$ cat src/rtl/fpwm_cfg.svh
// Constants for the fan PWM controller: timing, duty units, register map
`ifndef FPWM_CFG_SVH_CFG
`define FPWM_CFG_SVH_CFG
`define FPWM_CLK_HZ        250000000
`define FPWM_PWM_HZ        30
`define FPWM_START_MS      1000
`define FPWM_GATE_MS       1000
`define FPWM_RPM_PER_PULSE 30
`define FPWM_DUTY_FULL     9'h12c
`define FPWM_DUTY_MIN      9'h05a
`define FPWM_DUTY_STEP     9'h00e
`define FPWM_DUTY_OPEN     9'h076
`define FPWM_TEMP_LO       8'h67
`define FPWM_TEMP_HI       8'ha6
`define FPWM_THR_RST       16'h0100
`define FPWM_OFS_CFG       6'h00
`define FPWM_OFS_STAT      6'h04
`define FPWM_OFS_DUTY      6'h08
`define FPWM_OFS_THR       6'h0c
`define FPWM_OFS_RPM       6'h10
`define FPWM_BIT_SHDN      0
`define FPWM_BIT_SRC       5
`define FPWM_BIT_FF        0
`define FPWM_BIT_OT        5
`endif

$ cat src/rtl/fpwm_pkg.sv
// Types shared by the fan PWM controller
package fpwm_pkg;
    typedef enum logic [1:0] {
        FPWM_ST_START,
        FPWM_ST_RUN,
        FPWM_ST_SHUT
    } fpwm_state_type;

    typedef struct packed {
        logic        shdn;
        logic        src;
        logic [3:0]  code;
        logic [15:0] thr;
    } fpwm_cfg_type;
endpackage : fpwm_pkg

$ cat src/rtl/fpwm_ctrl.sv
// Fan PWM drive with startup interval, duty source select and fault output
// What this block does
// - Fault output goes low while measured fan speed is below threshold.
// - Over-temperature variant also holds fault low during over-temperature.
// - Temperature above upper limit sets status bit 5.
// - Tach pulses are counted per gate window and scaled to RPM.
// - PWM output is active high, driven both ways.
// - Period is fixed; only the high time changes.
// - Commanded duty always lies between 30 and 100 percent.
// - Default period gives a 30 Hz output.
// - High time equals duty fraction times the period.
// - At full duty the output never goes low outside shutdown.
// - Full duty for one second after reset and after shutdown.
// - After startup the source select bit picks the duty source.
// - Reset selects the temperature level as duty source.
// - Open temperature input gives 39.33 percent duty.
// - Period should stay between 15 and 35 Hz; advisory only.
// - Temperature low to high limit maps to 30 to 100 percent.
// - Host 4-bit code picks one of sixteen even steps.
// - Output stops only when the shutdown bit is set.
// - Locked rotor does not stop the pulses.
`include "fpwm_cfg.svh"
module fpwm_ctrl import fpwm_pkg::*; #(
    // default gives 30 Hz; keep within 15..35 Hz
    parameter int unsigned PERIOD_CYC    = `FPWM_CLK_HZ / `FPWM_PWM_HZ,
    parameter int unsigned START_CYC     =
        `FPWM_CLK_HZ / 1000 * `FPWM_START_MS,
    parameter int unsigned GATE_CYC      =
        `FPWM_CLK_HZ / 1000 * `FPWM_GATE_MS,
    parameter int unsigned RPM_PER_PULSE = `FPWM_RPM_PER_PULSE,
    parameter bit          OT_ON_FAULT   = 1'b1,
    parameter logic [7:0]  TEMP_LO       = `FPWM_TEMP_LO,
    parameter logic [7:0]  TEMP_HI       = `FPWM_TEMP_HI
) (
    input  wire logic        clk_sys,
    input  wire logic        resetn,
    input  wire logic [5:0]  avs_address,
    input  wire logic        avs_read,
    input  wire logic        avs_write,
    input  wire logic [31:0] avs_writedata,
    input  wire logic [3:0]  avs_byteenable,
    output logic      [31:0] avs_readdata,
    output logic             avs_waitrequest,
    input  wire logic [7:0]  temp_level_in,
    input  wire logic        temp_open_in,
    input  wire logic        tach_in,
    output logic             pwm_drive_out,
    output logic             fan_fault_n_out
);
    // ------------------------------------------------------------
    // Declarations
    // ------------------------------------------------------------
    localparam logic [31:0] PER_LAST   = 32'(PERIOD_CYC - 1);
    localparam logic [31:0] START_LAST = 32'(START_CYC - 1);
    localparam logic [31:0] GATE_LAST  = 32'(GATE_CYC - 1);
    localparam logic [8:0]  D_SPAN     = `FPWM_DUTY_FULL - `FPWM_DUTY_MIN;
    localparam logic [7:0]  T_SPAN     = TEMP_HI - TEMP_LO;

    fpwm_state_type state_q;
    fpwm_state_type state_d;
    fpwm_cfg_type   cfg_q;
    logic [31:0]    pcnt_q;
    logic [31:0]    scnt_q;
    logic [31:0]    gcnt_q;
    logic [8:0]     duty_q;
    logic           pwm_q;
    logic           fault_n_q;
    logic           ot_q;
    logic           ff_q;
    logic [15:0]    pulse_q;
    logic [15:0]    rpm_q;
    logic [2:0]     tach_sync_q;
    logic           wait_q;
    logic [31:0]    rdata_q;

    // ------------------------------------------------------------
    // Bus decode
    // ------------------------------------------------------------
    wire        req      = avs_read | avs_write;
    wire        wr_commit = avs_write & ~wait_q;
    wire [31:0] be_mask  = {{8{avs_byteenable[3]}}, {8{avs_byteenable[2]}},
                            {8{avs_byteenable[1]}}, {8{avs_byteenable[0]}}};
    wire        hit_cfg  = avs_address == `FPWM_OFS_CFG;
    wire        hit_stat = avs_address == `FPWM_OFS_STAT;
    wire        hit_duty = avs_address == `FPWM_OFS_DUTY;
    wire        hit_thr  = avs_address == `FPWM_OFS_THR;
    wire        hit_rpm  = avs_address == `FPWM_OFS_RPM;

    wire [31:0] cfg_word  = (32'(cfg_q.shdn) << `FPWM_BIT_SHDN) |
                            (32'(cfg_q.src) << `FPWM_BIT_SRC);
    wire [31:0] stat_word = (32'(ff_q) << `FPWM_BIT_FF) |
                            (32'(ot_q) << `FPWM_BIT_OT);
    wire [31:0] duty_word = {28'h0000000, cfg_q.code};
    wire [31:0] thr_word  = {16'h0000, cfg_q.thr};
    wire [31:0] rpm_word  = {16'h0000, rpm_q};

    // Unmapped offsets read as zero; writes to them are dropped
    wire [31:0] rd_mux = hit_cfg  ? cfg_word  :
                         hit_stat ? stat_word :
                         hit_duty ? duty_word :
                         hit_thr  ? thr_word  :
                         hit_rpm  ? rpm_word  : 32'h00000000;
    wire [31:0] old_word = hit_cfg ? cfg_word :
                           hit_duty ? duty_word : thr_word;
    wire [31:0] new_word = (old_word & ~be_mask) |
                           (avs_writedata & be_mask);

    // ------------------------------------------------------------
    // Duty selection
    // ------------------------------------------------------------
    wire [7:0]  t_off   = temp_level_in - TEMP_LO;
    wire [15:0] t_scl   = (16'(t_off) * 16'(D_SPAN)) / 16'(T_SPAN);
    wire [8:0]  t_duty  = temp_open_in ? `FPWM_DUTY_OPEN :
                          (temp_level_in <= TEMP_LO) ? `FPWM_DUTY_MIN :
                          (temp_level_in >= TEMP_HI) ? `FPWM_DUTY_FULL :
                          `FPWM_DUTY_MIN + 9'(t_scl);
    wire [8:0]  h_duty  = `FPWM_DUTY_MIN +
                          9'(cfg_q.code) * `FPWM_DUTY_STEP;
    wire [8:0]  sel_duty = cfg_q.src ? h_duty : t_duty;
    // Startup forces full duty; source is only consulted in run
    wire [8:0]  duty_nxt = (state_q == FPWM_ST_RUN) ? sel_duty :
                           `FPWM_DUTY_FULL;
    wire        per_end  = pcnt_q == PER_LAST;
    // Compare scaled count with scaled duty; avoids a runtime divide
    wire        hi_phase = 40'(pcnt_q) * 40'(`FPWM_DUTY_FULL) <
                           40'(PERIOD_CYC) * 40'(duty_q);
    wire        tach_rise = tach_sync_q[1] & ~tach_sync_q[2];
    wire        gate_end  = gcnt_q == GATE_LAST;
    wire [15:0] rpm_new   = 16'(32'(pulse_q) * RPM_PER_PULSE);
    wire        ot_now    = ~temp_open_in & (temp_level_in > TEMP_HI);

    // ------------------------------------------------------------
    // Startup and shutdown sequencing
    // ------------------------------------------------------------
    always_comb begin
        state_d = state_q;
        unique case (state_q)
            FPWM_ST_START: begin
                if (scnt_q == START_LAST) begin
                    state_d = FPWM_ST_RUN;
                end
            end
            FPWM_ST_RUN: begin
                state_d = FPWM_ST_RUN;
            end
            FPWM_ST_SHUT: begin
                state_d = FPWM_ST_START;
            end
        endcase
        if (cfg_q.shdn) begin
            state_d = FPWM_ST_SHUT;
        end
    end

    always_ff @(posedge clk_sys or negedge resetn) begin
        if (!resetn) begin
            state_q <= FPWM_ST_START;
            scnt_q  <= 32'h00000000;
        end else begin
            state_q <= state_d;
            scnt_q  <= (state_q == FPWM_ST_START) ? scnt_q + 32'h1 :
                       32'h00000000;
        end
    end

    // ------------------------------------------------------------
    // PWM generator
    // ------------------------------------------------------------
    always_ff @(posedge clk_sys or negedge resetn) begin
        if (!resetn) begin
            pcnt_q <= 32'h00000000;
            duty_q <= `FPWM_DUTY_FULL;
            pwm_q  <= 1'b0;
        end else if (state_q == FPWM_ST_SHUT) begin
            pcnt_q <= 32'h00000000;
            duty_q <= `FPWM_DUTY_FULL;
            pwm_q  <= 1'b0;
        end else begin
            pcnt_q <= per_end ? 32'h00000000 : pcnt_q + 32'h1;
            if (per_end) begin
                duty_q <= duty_nxt;
            end
            pwm_q  <= hi_phase;
        end
    end

    // ------------------------------------------------------------
    // Tach measurement and fault
    // ------------------------------------------------------------
    // Stage 0 feeds only stage 1; edges are taken from later stages
    always_ff @(posedge clk_sys or negedge resetn) begin
        if (!resetn) begin
            tach_sync_q <= 3'h0;
            gcnt_q      <= 32'h00000000;
            pulse_q     <= 16'h0000;
            rpm_q       <= 16'h0000;
            ff_q        <= 1'b0;
            ot_q        <= 1'b0;
            fault_n_q   <= 1'b1;
        end else begin
            tach_sync_q <= {tach_sync_q[1:0], tach_in};
            gcnt_q      <= gate_end ? 32'h00000000 : gcnt_q + 32'h1;
            if (gate_end) begin
                pulse_q <= {15'h0000, tach_rise};
                rpm_q   <= rpm_new;
                ff_q    <= rpm_new < cfg_q.thr;
            end else if (tach_rise && pulse_q != 16'hffff) begin
                pulse_q <= pulse_q + 16'h1;
            end
            ot_q      <= ot_now;
            fault_n_q <= ~(ff_q | (OT_ON_FAULT & ot_q));
        end
    end

    // ------------------------------------------------------------
    // Register slave
    // ------------------------------------------------------------
    // One wait cycle per access; read data loaded as waitrequest drops
    always_ff @(posedge clk_sys or negedge resetn) begin
        if (!resetn) begin
            wait_q     <= 1'b1;
            rdata_q    <= 32'h00000000;
            cfg_q.shdn <= 1'b0;
            cfg_q.src  <= 1'b0;
            cfg_q.code <= 4'h0;
            cfg_q.thr  <= `FPWM_THR_RST;
        end else begin
            wait_q <= ~(req & wait_q);
            if (req && wait_q) begin
                rdata_q <= rd_mux;
            end
            if (wr_commit && hit_cfg) begin
                cfg_q.shdn <= new_word[`FPWM_BIT_SHDN];
                cfg_q.src  <= new_word[`FPWM_BIT_SRC];
            end
            if (wr_commit && hit_duty) begin
                cfg_q.code <= new_word[3:0];
            end
            if (wr_commit && hit_thr) begin
                cfg_q.thr <= new_word[15:0];
            end
        end
    end

    assign avs_readdata    = rdata_q;
    assign avs_waitrequest = wait_q;
    assign pwm_drive_out   = pwm_q;
    assign fan_fault_n_out = fault_n_q;

    // ------------------------------------------------------------
    // Checks
    // ------------------------------------------------------------
    property p_ff_fault;
        @(posedge clk_sys) disable iff (!resetn)
        ff_q |=> !fan_fault_n_out;
    endproperty
    a_ff_fault: assert property (p_ff_fault)
        else $error("Fan fault not shown on fault pin");

    property p_ot_fault;
        @(posedge clk_sys) disable iff (!resetn)
        (OT_ON_FAULT && ot_q) |=> !fan_fault_n_out;
    endproperty
    a_ot_fault: assert property (p_ot_fault)
        else $error("Over-temperature not shown on fault pin");

    property p_ot_flag;
        @(posedge clk_sys) disable iff (!resetn)
        ot_now |=> stat_word[`FPWM_BIT_OT];
    endproperty
    a_ot_flag: assert property (p_ot_flag)
        else $error("Over-temperature flag not set");

    property p_tach_count;
        @(posedge clk_sys) disable iff (!resetn)
        (tach_rise && !gate_end && pulse_q != 16'hffff) |=>
            pulse_q == $past(pulse_q) + 16'h1;
    endproperty
    a_tach_count: assert property (p_tach_count)
        else $error("Tach pulse not counted");

    property p_duty_range;
        @(posedge clk_sys) disable iff (!resetn)
        duty_q >= `FPWM_DUTY_MIN && duty_q <= `FPWM_DUTY_FULL;
    endproperty
    a_duty_range: assert property (p_duty_range)
        else $error("Duty outside allowed range");

    property p_full_high;
        @(posedge clk_sys) disable iff (!resetn)
        (duty_q == `FPWM_DUTY_FULL && state_q != FPWM_ST_SHUT &&
         $past(state_q) != FPWM_ST_SHUT) |=> pwm_drive_out;
    endproperty
    a_full_high: assert property (p_full_high)
        else $error("Output low at full duty");

    property p_start_full;
        @(posedge clk_sys) disable iff (!resetn)
        (state_q == FPWM_ST_START) |-> duty_q == `FPWM_DUTY_FULL;
    endproperty
    a_start_full: assert property (p_start_full)
        else $error("Startup not at full duty");

    property p_stop_only_shdn;
        @(posedge clk_sys) disable iff (!resetn)
        $fell(pwm_drive_out) |->
            $past(duty_q) != `FPWM_DUTY_FULL || $past(state_q, 2) ==
            FPWM_ST_SHUT || $past(state_q) == FPWM_ST_SHUT;
    endproperty
    a_stop_only_shdn: assert property (p_stop_only_shdn)
        else $error("Output stopped without shutdown");

    property p_host_step;
        @(posedge clk_sys) disable iff (!resetn)
        (per_end && state_q == FPWM_ST_RUN && !cfg_q.shdn && cfg_q.src)
            |=> duty_q == `FPWM_DUTY_MIN +
                9'($past(cfg_q.code)) * `FPWM_DUTY_STEP;
    endproperty
    a_host_step: assert property (p_host_step)
        else $error("Host duty step wrong");

    property p_duty_boundary;
        @(posedge clk_sys) disable iff (!resetn)
        $changed(duty_q) |-> $past(per_end) ||
            $past(state_q) == FPWM_ST_SHUT;
    endproperty
    a_duty_boundary: assert property (p_duty_boundary)
        else $error("Duty changed inside a period");

    c_run: cover property (@(posedge clk_sys) disable iff (!resetn)
        state_q == FPWM_ST_START ##1 state_q == FPWM_ST_RUN);
    c_fault: cover property (@(posedge clk_sys) disable iff (!resetn)
        $fell(fan_fault_n_out));
    c_host: cover property (@(posedge clk_sys) disable iff (!resetn)
        per_end && cfg_q.src && state_q == FPWM_ST_RUN);
    c_shut: cover property (@(posedge clk_sys) disable iff (!resetn)
        state_q == FPWM_ST_SHUT ##1 state_q == FPWM_ST_START);
endmodule : fpwm_ctrl

$ cat config.mk
export PLATFORM = sky130hd
export DESIGN_NAME = fpwm_ctrl
export DESIGN_NICKNAME = d
export VERILOG_FILES = /design/src/rtl/fpwm_pkg.sv /design/src/rtl/fpwm_ctrl.sv
export VERILOG_INCLUDE_DIRS = /design/src /design/src/rtl
export SDC_FILE = /design/constraint.sdc
export NUM_CORES = 1
export LEC_CHECK = 0
export ABC_AREA = 1
export BUFFER_PORTS_ARGS = -buffer_cell sky130_fd_sc_hd__buf_2
export CORE_UTILIZATION = 35
export CTS_BUF_LIST = sky130_fd_sc_hd__clkbuf_2
export CTS_CLUSTER_SIZE = 25
export DETAILED_ROUTE_END_ITERATION = 7
export GPL_TIMING_DRIVEN = 0
export SLEW_MARGIN = 20
export SYNTH_ARGS = -nofsm -noshare
export SYNTH_HDL_FRONTEND = slang
export SYNTH_SLANG_ARGS = --single-unit
export TNS_END_PERCENT = 10
$ cat constraint.sdc
create_clock -name clk_sys -period 6.8 [get_ports clk_sys]
set_input_delay 1.02 -clock clk_sys [delete_from_list [all_inputs] [get_ports clk_sys]]
set_output_delay 1.02 -clock clk_sys [all_outputs]
set_load 0.02 [all_outputs]
==> impl_metrics.yaml <==
critical_path:
  critPathCaptureType: "register"
  cp-endpoint: "duty_q[5]"
  rrSetupSlack_ps: -170
  crit_arrival_ps: 9080
  cp_max_fo: 8
  reg2reg_depth: 44
  path_delay_family: "simple AND/OR/NAND/NOR gates"
  startpoint: "temp_level_in[0]"
  worstSetupPathType: "input pin to register"
  max_stage_delay_ps: 490
  startpoint_type: "input pin"
  path_buf_inv: 9
  cp_num_cells: 63
  critPathRequiredTime_ps: 7690
  cpMostUsedCell: "nand2_4"
  reg2reg_to: "pwm_drive_out"
  cp_slowest_cell: "fa_1"
  rr_startpoint: "duty_q[3]"
synthesis:
  synth_cell_types: 57
  synth_edf_count: 0
  synth_top_area_cell: "dfrtp_1"
  synthArstFlopShare_pct: 100.0
  yosysSeqAreaShare_pct: 21.96
  yosysMostFrequentCell: "inv_1"
  syn-cell-area_mm2: 0.02101
  synth_area_leaders: "dfrtp_1, ha_1, fa_1, inv_1, nand2_1"
  synth_top_area_share_pct: 21.09
  synth_area_per_cell_um2: 7.740
  ys_ff_latch: 184
  syn_inst: 2714
  yosys_warnings: 0
  ys_top_cells_by_count: "inv_1, nand2_1, ha_1"
  synth-main-ff-cell: "dfrtp_1"
place:
  dp.cells: 3560
  port_buffers: 56
  detailed_place_hpwl_um: 37540
  place_congestion: 0.8121
pwr:
  ir_drop_v: 0.0007781
  p_int_w: 0.005475
  power_w: 0.01211
  clkPwrFrac_pct: 5.4
  netSwitchingPower_w: 0.006635
  power_frac_seq_pct: 10.0
  pwr_density_cell_mw_per_mm2: 507.4
  pwr-share-comb_pct: 84.6
  power.leakage_nw: 12.43
  p_sw_share_pct: 54.79
floorplan:
  die-area_mm2: 0.06100
  die_height_um: 247.0
  coreArea_mm2: 0.05913
  start_util_pct: 35.53
  num_io_pins: 91
  rows: 89
  fp.dieW_um: 247.0
cells_and_area:
  drive_above_1_share_pct: 12.75
  fin_nets: 3356
  fin_cells: 3649
  syn_to_final_growth_pct: 13.62
sta:
  setup_violations: 10
  slew_headroom_pct: 29.67
  fmax_ghz: 0.1222
  fin_crit_ps: 8183
  holdWs_ps: 246.6
  finalHoldViolations: 0
  slew_violations: 0
  tightestPinTransition_ps: 1051
  rsz0062_at_grt: "yes"
  layout_setup_ws_ps: -1383
  post-route-period-util_pct: 120.3
  skew_ps: 64.70
outcome:
  status: "complete, but fails checks"
  violations: "setup timing"
global_route:
  gr-total-overflow: 0
  track_usage_pct: 16.19
  antenna_found_initial: 3
  grt_pass1_wl_um: 80230
  grt_start_max_net_pins: 91
  grt_pass1_vias: 16432
routing:
  num_vias: 16948
  via_per_inst: 4.645
  drc: 0
  drt_pre_antenna_iters: 5
  routed_wl_um: 46600
  dr.first_iter.drc_count: 868
  ant_nets: 0
  wl_per_cell_um: 12.77
clock_network:
  cts_tree: "done"
  clockRootBuffer: "clkbuf_2"
  clk_path_buf_depth: 2
  clkTransAtPathRegs_ps: 340
  clock_sinks: 184
  numCtsBuffers: 17
  cts_max_level: 4
  insertion_delay_ps: 990
worst_hold_path:
  hold_path_class: "input pin to register"
run:
  cap_violations: 0
## flip-flops by register name, indices dropped and copies added (netlist names)
signal,cells
cfg_q,22
ff_q,1
gcnt_q,32
avs_waitrequest,1
tach_sync_q,3
pcnt_q,32
ot_q,1
pulse_q,16
state_q,2
duty_q,9
scnt_q,32
rpm_q,15
fan_fault_n_out,1
pwm_drive_out,1
avs_readdata,16
## worst reg2reg max path, delay by kind of cell (launching register included)
family          cells  cell delay (ps)
xor+xnor            1              130
buf+inv             5              260
simple gates       18             1730
fa+ha+maj           6             2040
flops               1              720
compound gates     14             1990
## repair_timing
| item | CTS | global route |
|---|---|---|
| hold endpoints to repair | 31 | 0 |
| hold buffers | 2 | 0 |
| setup endpoints to repair | 10 | 10 |
| resized for setup | 107 | 27 |
| buffers inserted | 43 | 7 |
| pin swaps | 73 | 31 |
## power by group through the flow
stage          logic, W  registers (W)  clock network (W)
6_report         0.0102        0.00121           0.000656
3_3_place_gp    0.00804        0.00122                  0
5_1_grt          0.0115        0.00122           0.000725
3_5_place_dp    0.00807        0.00122                  0
2_1_floorplan   0.00670        0.00121                  0
4_1_cts         0.00977        0.00121           0.000691
## layout by cell type, fill, tap and decap left out, types with 9 or more instances in the layout
cell      instances
nor2_1          196
a21oi_2          11
buf_4            67
ha_1            294
inv_2            16
clkbuf_1         18
nand4_1          43
nor2_2           14
fa_1            128
nor4_1           27
o21bai_1         10
buf_2            52
mux2_2           11
nand2_4          19
inv_1           569
conb_1           16
clkbuf_2         18
dfrtp_1         176
nand2_1         385
nor3_1           49
nand2_2          43
nand3_1         112
a21oi_1         186
nor2_4           15
o211ai_1          9
o21ai_0         129
nand3_2          13
o21ai_1          11
ha_4             20
a211oi_1         11
xor2_1           60
xnor2_1          34
## per-layer routing
metal	vias to the layer above	part of all wire, %	track usage (%)
met5	-	0	0
met2	138	46	26.12
met3	29	2.5	2.279
li1	8978	-	-
met1	7803	51	22.75
met4	0	1.4	3.740
## worst min-delay path by stage
stage,cells past startpoint,start,endpoint,slack [ps]
CTS,2,avs_writedata[6],cfg_q[6],80
global placement,0,tach_sync_q[0],tach_sync_q[1],330
detailed placement,0,tach_sync_q[0],tach_sync_q[1],330
floorplan,0,tach_sync_q[0],tach_sync_q[1],330
global route,2,avs_writedata[15],cfg_q[15],130
finish,2,avs_writedata[6],cfg_q[6],250
## through the flow
step | utilization, % | area [um^2] | TNS, ps | setup slack [ps]
2_1_floorplan | - | 21320 | -13880 | -1821
3_3_place_gp | 38.16 | 22560 | -26580 | -3205
3_5_place_dp | 38.27 | 22630 | -26740 | -3221
4_1_cts | 39.99 | 23650 | -8428 | -1144
5_1_grt | 40.36 | 23860 | -15710 | -1927
6_report | 40.36 | 23870 | -10190 | -1383
## area by class of cell
| class | count | area (um^2) |
|---|---|---|
| diodes | 5 | 12.51 |
| plain buffers | 36 | 202.7 |
| clock buffers | 18 | 90.09 |
| clock inverters | 14 | 183.9 |
| fillers | 6013 | 35260 |
| inverters | 591 | 2228 |
| multi-input cells | 1918 | 14800 |
| flip-flops and latches | 184 | 4614 |
| well taps | 773 | 967.2 |
| repair buffers | 110 | 764.5 |
## cells by family after synthesis
family                     share of synthesized area [%]
other                                            0.01785
and+or+nand+nor                                    19.97
AOI/OAI and AO/OA                                  10.82
xor gates and xnor gates                           4.169
muxes                                             0.6373
adders and majority gates                          30.90
DFF                                                21.96
buffers and inverters                              11.53
No activity file was read; power rests on OpenSTA's default activity.
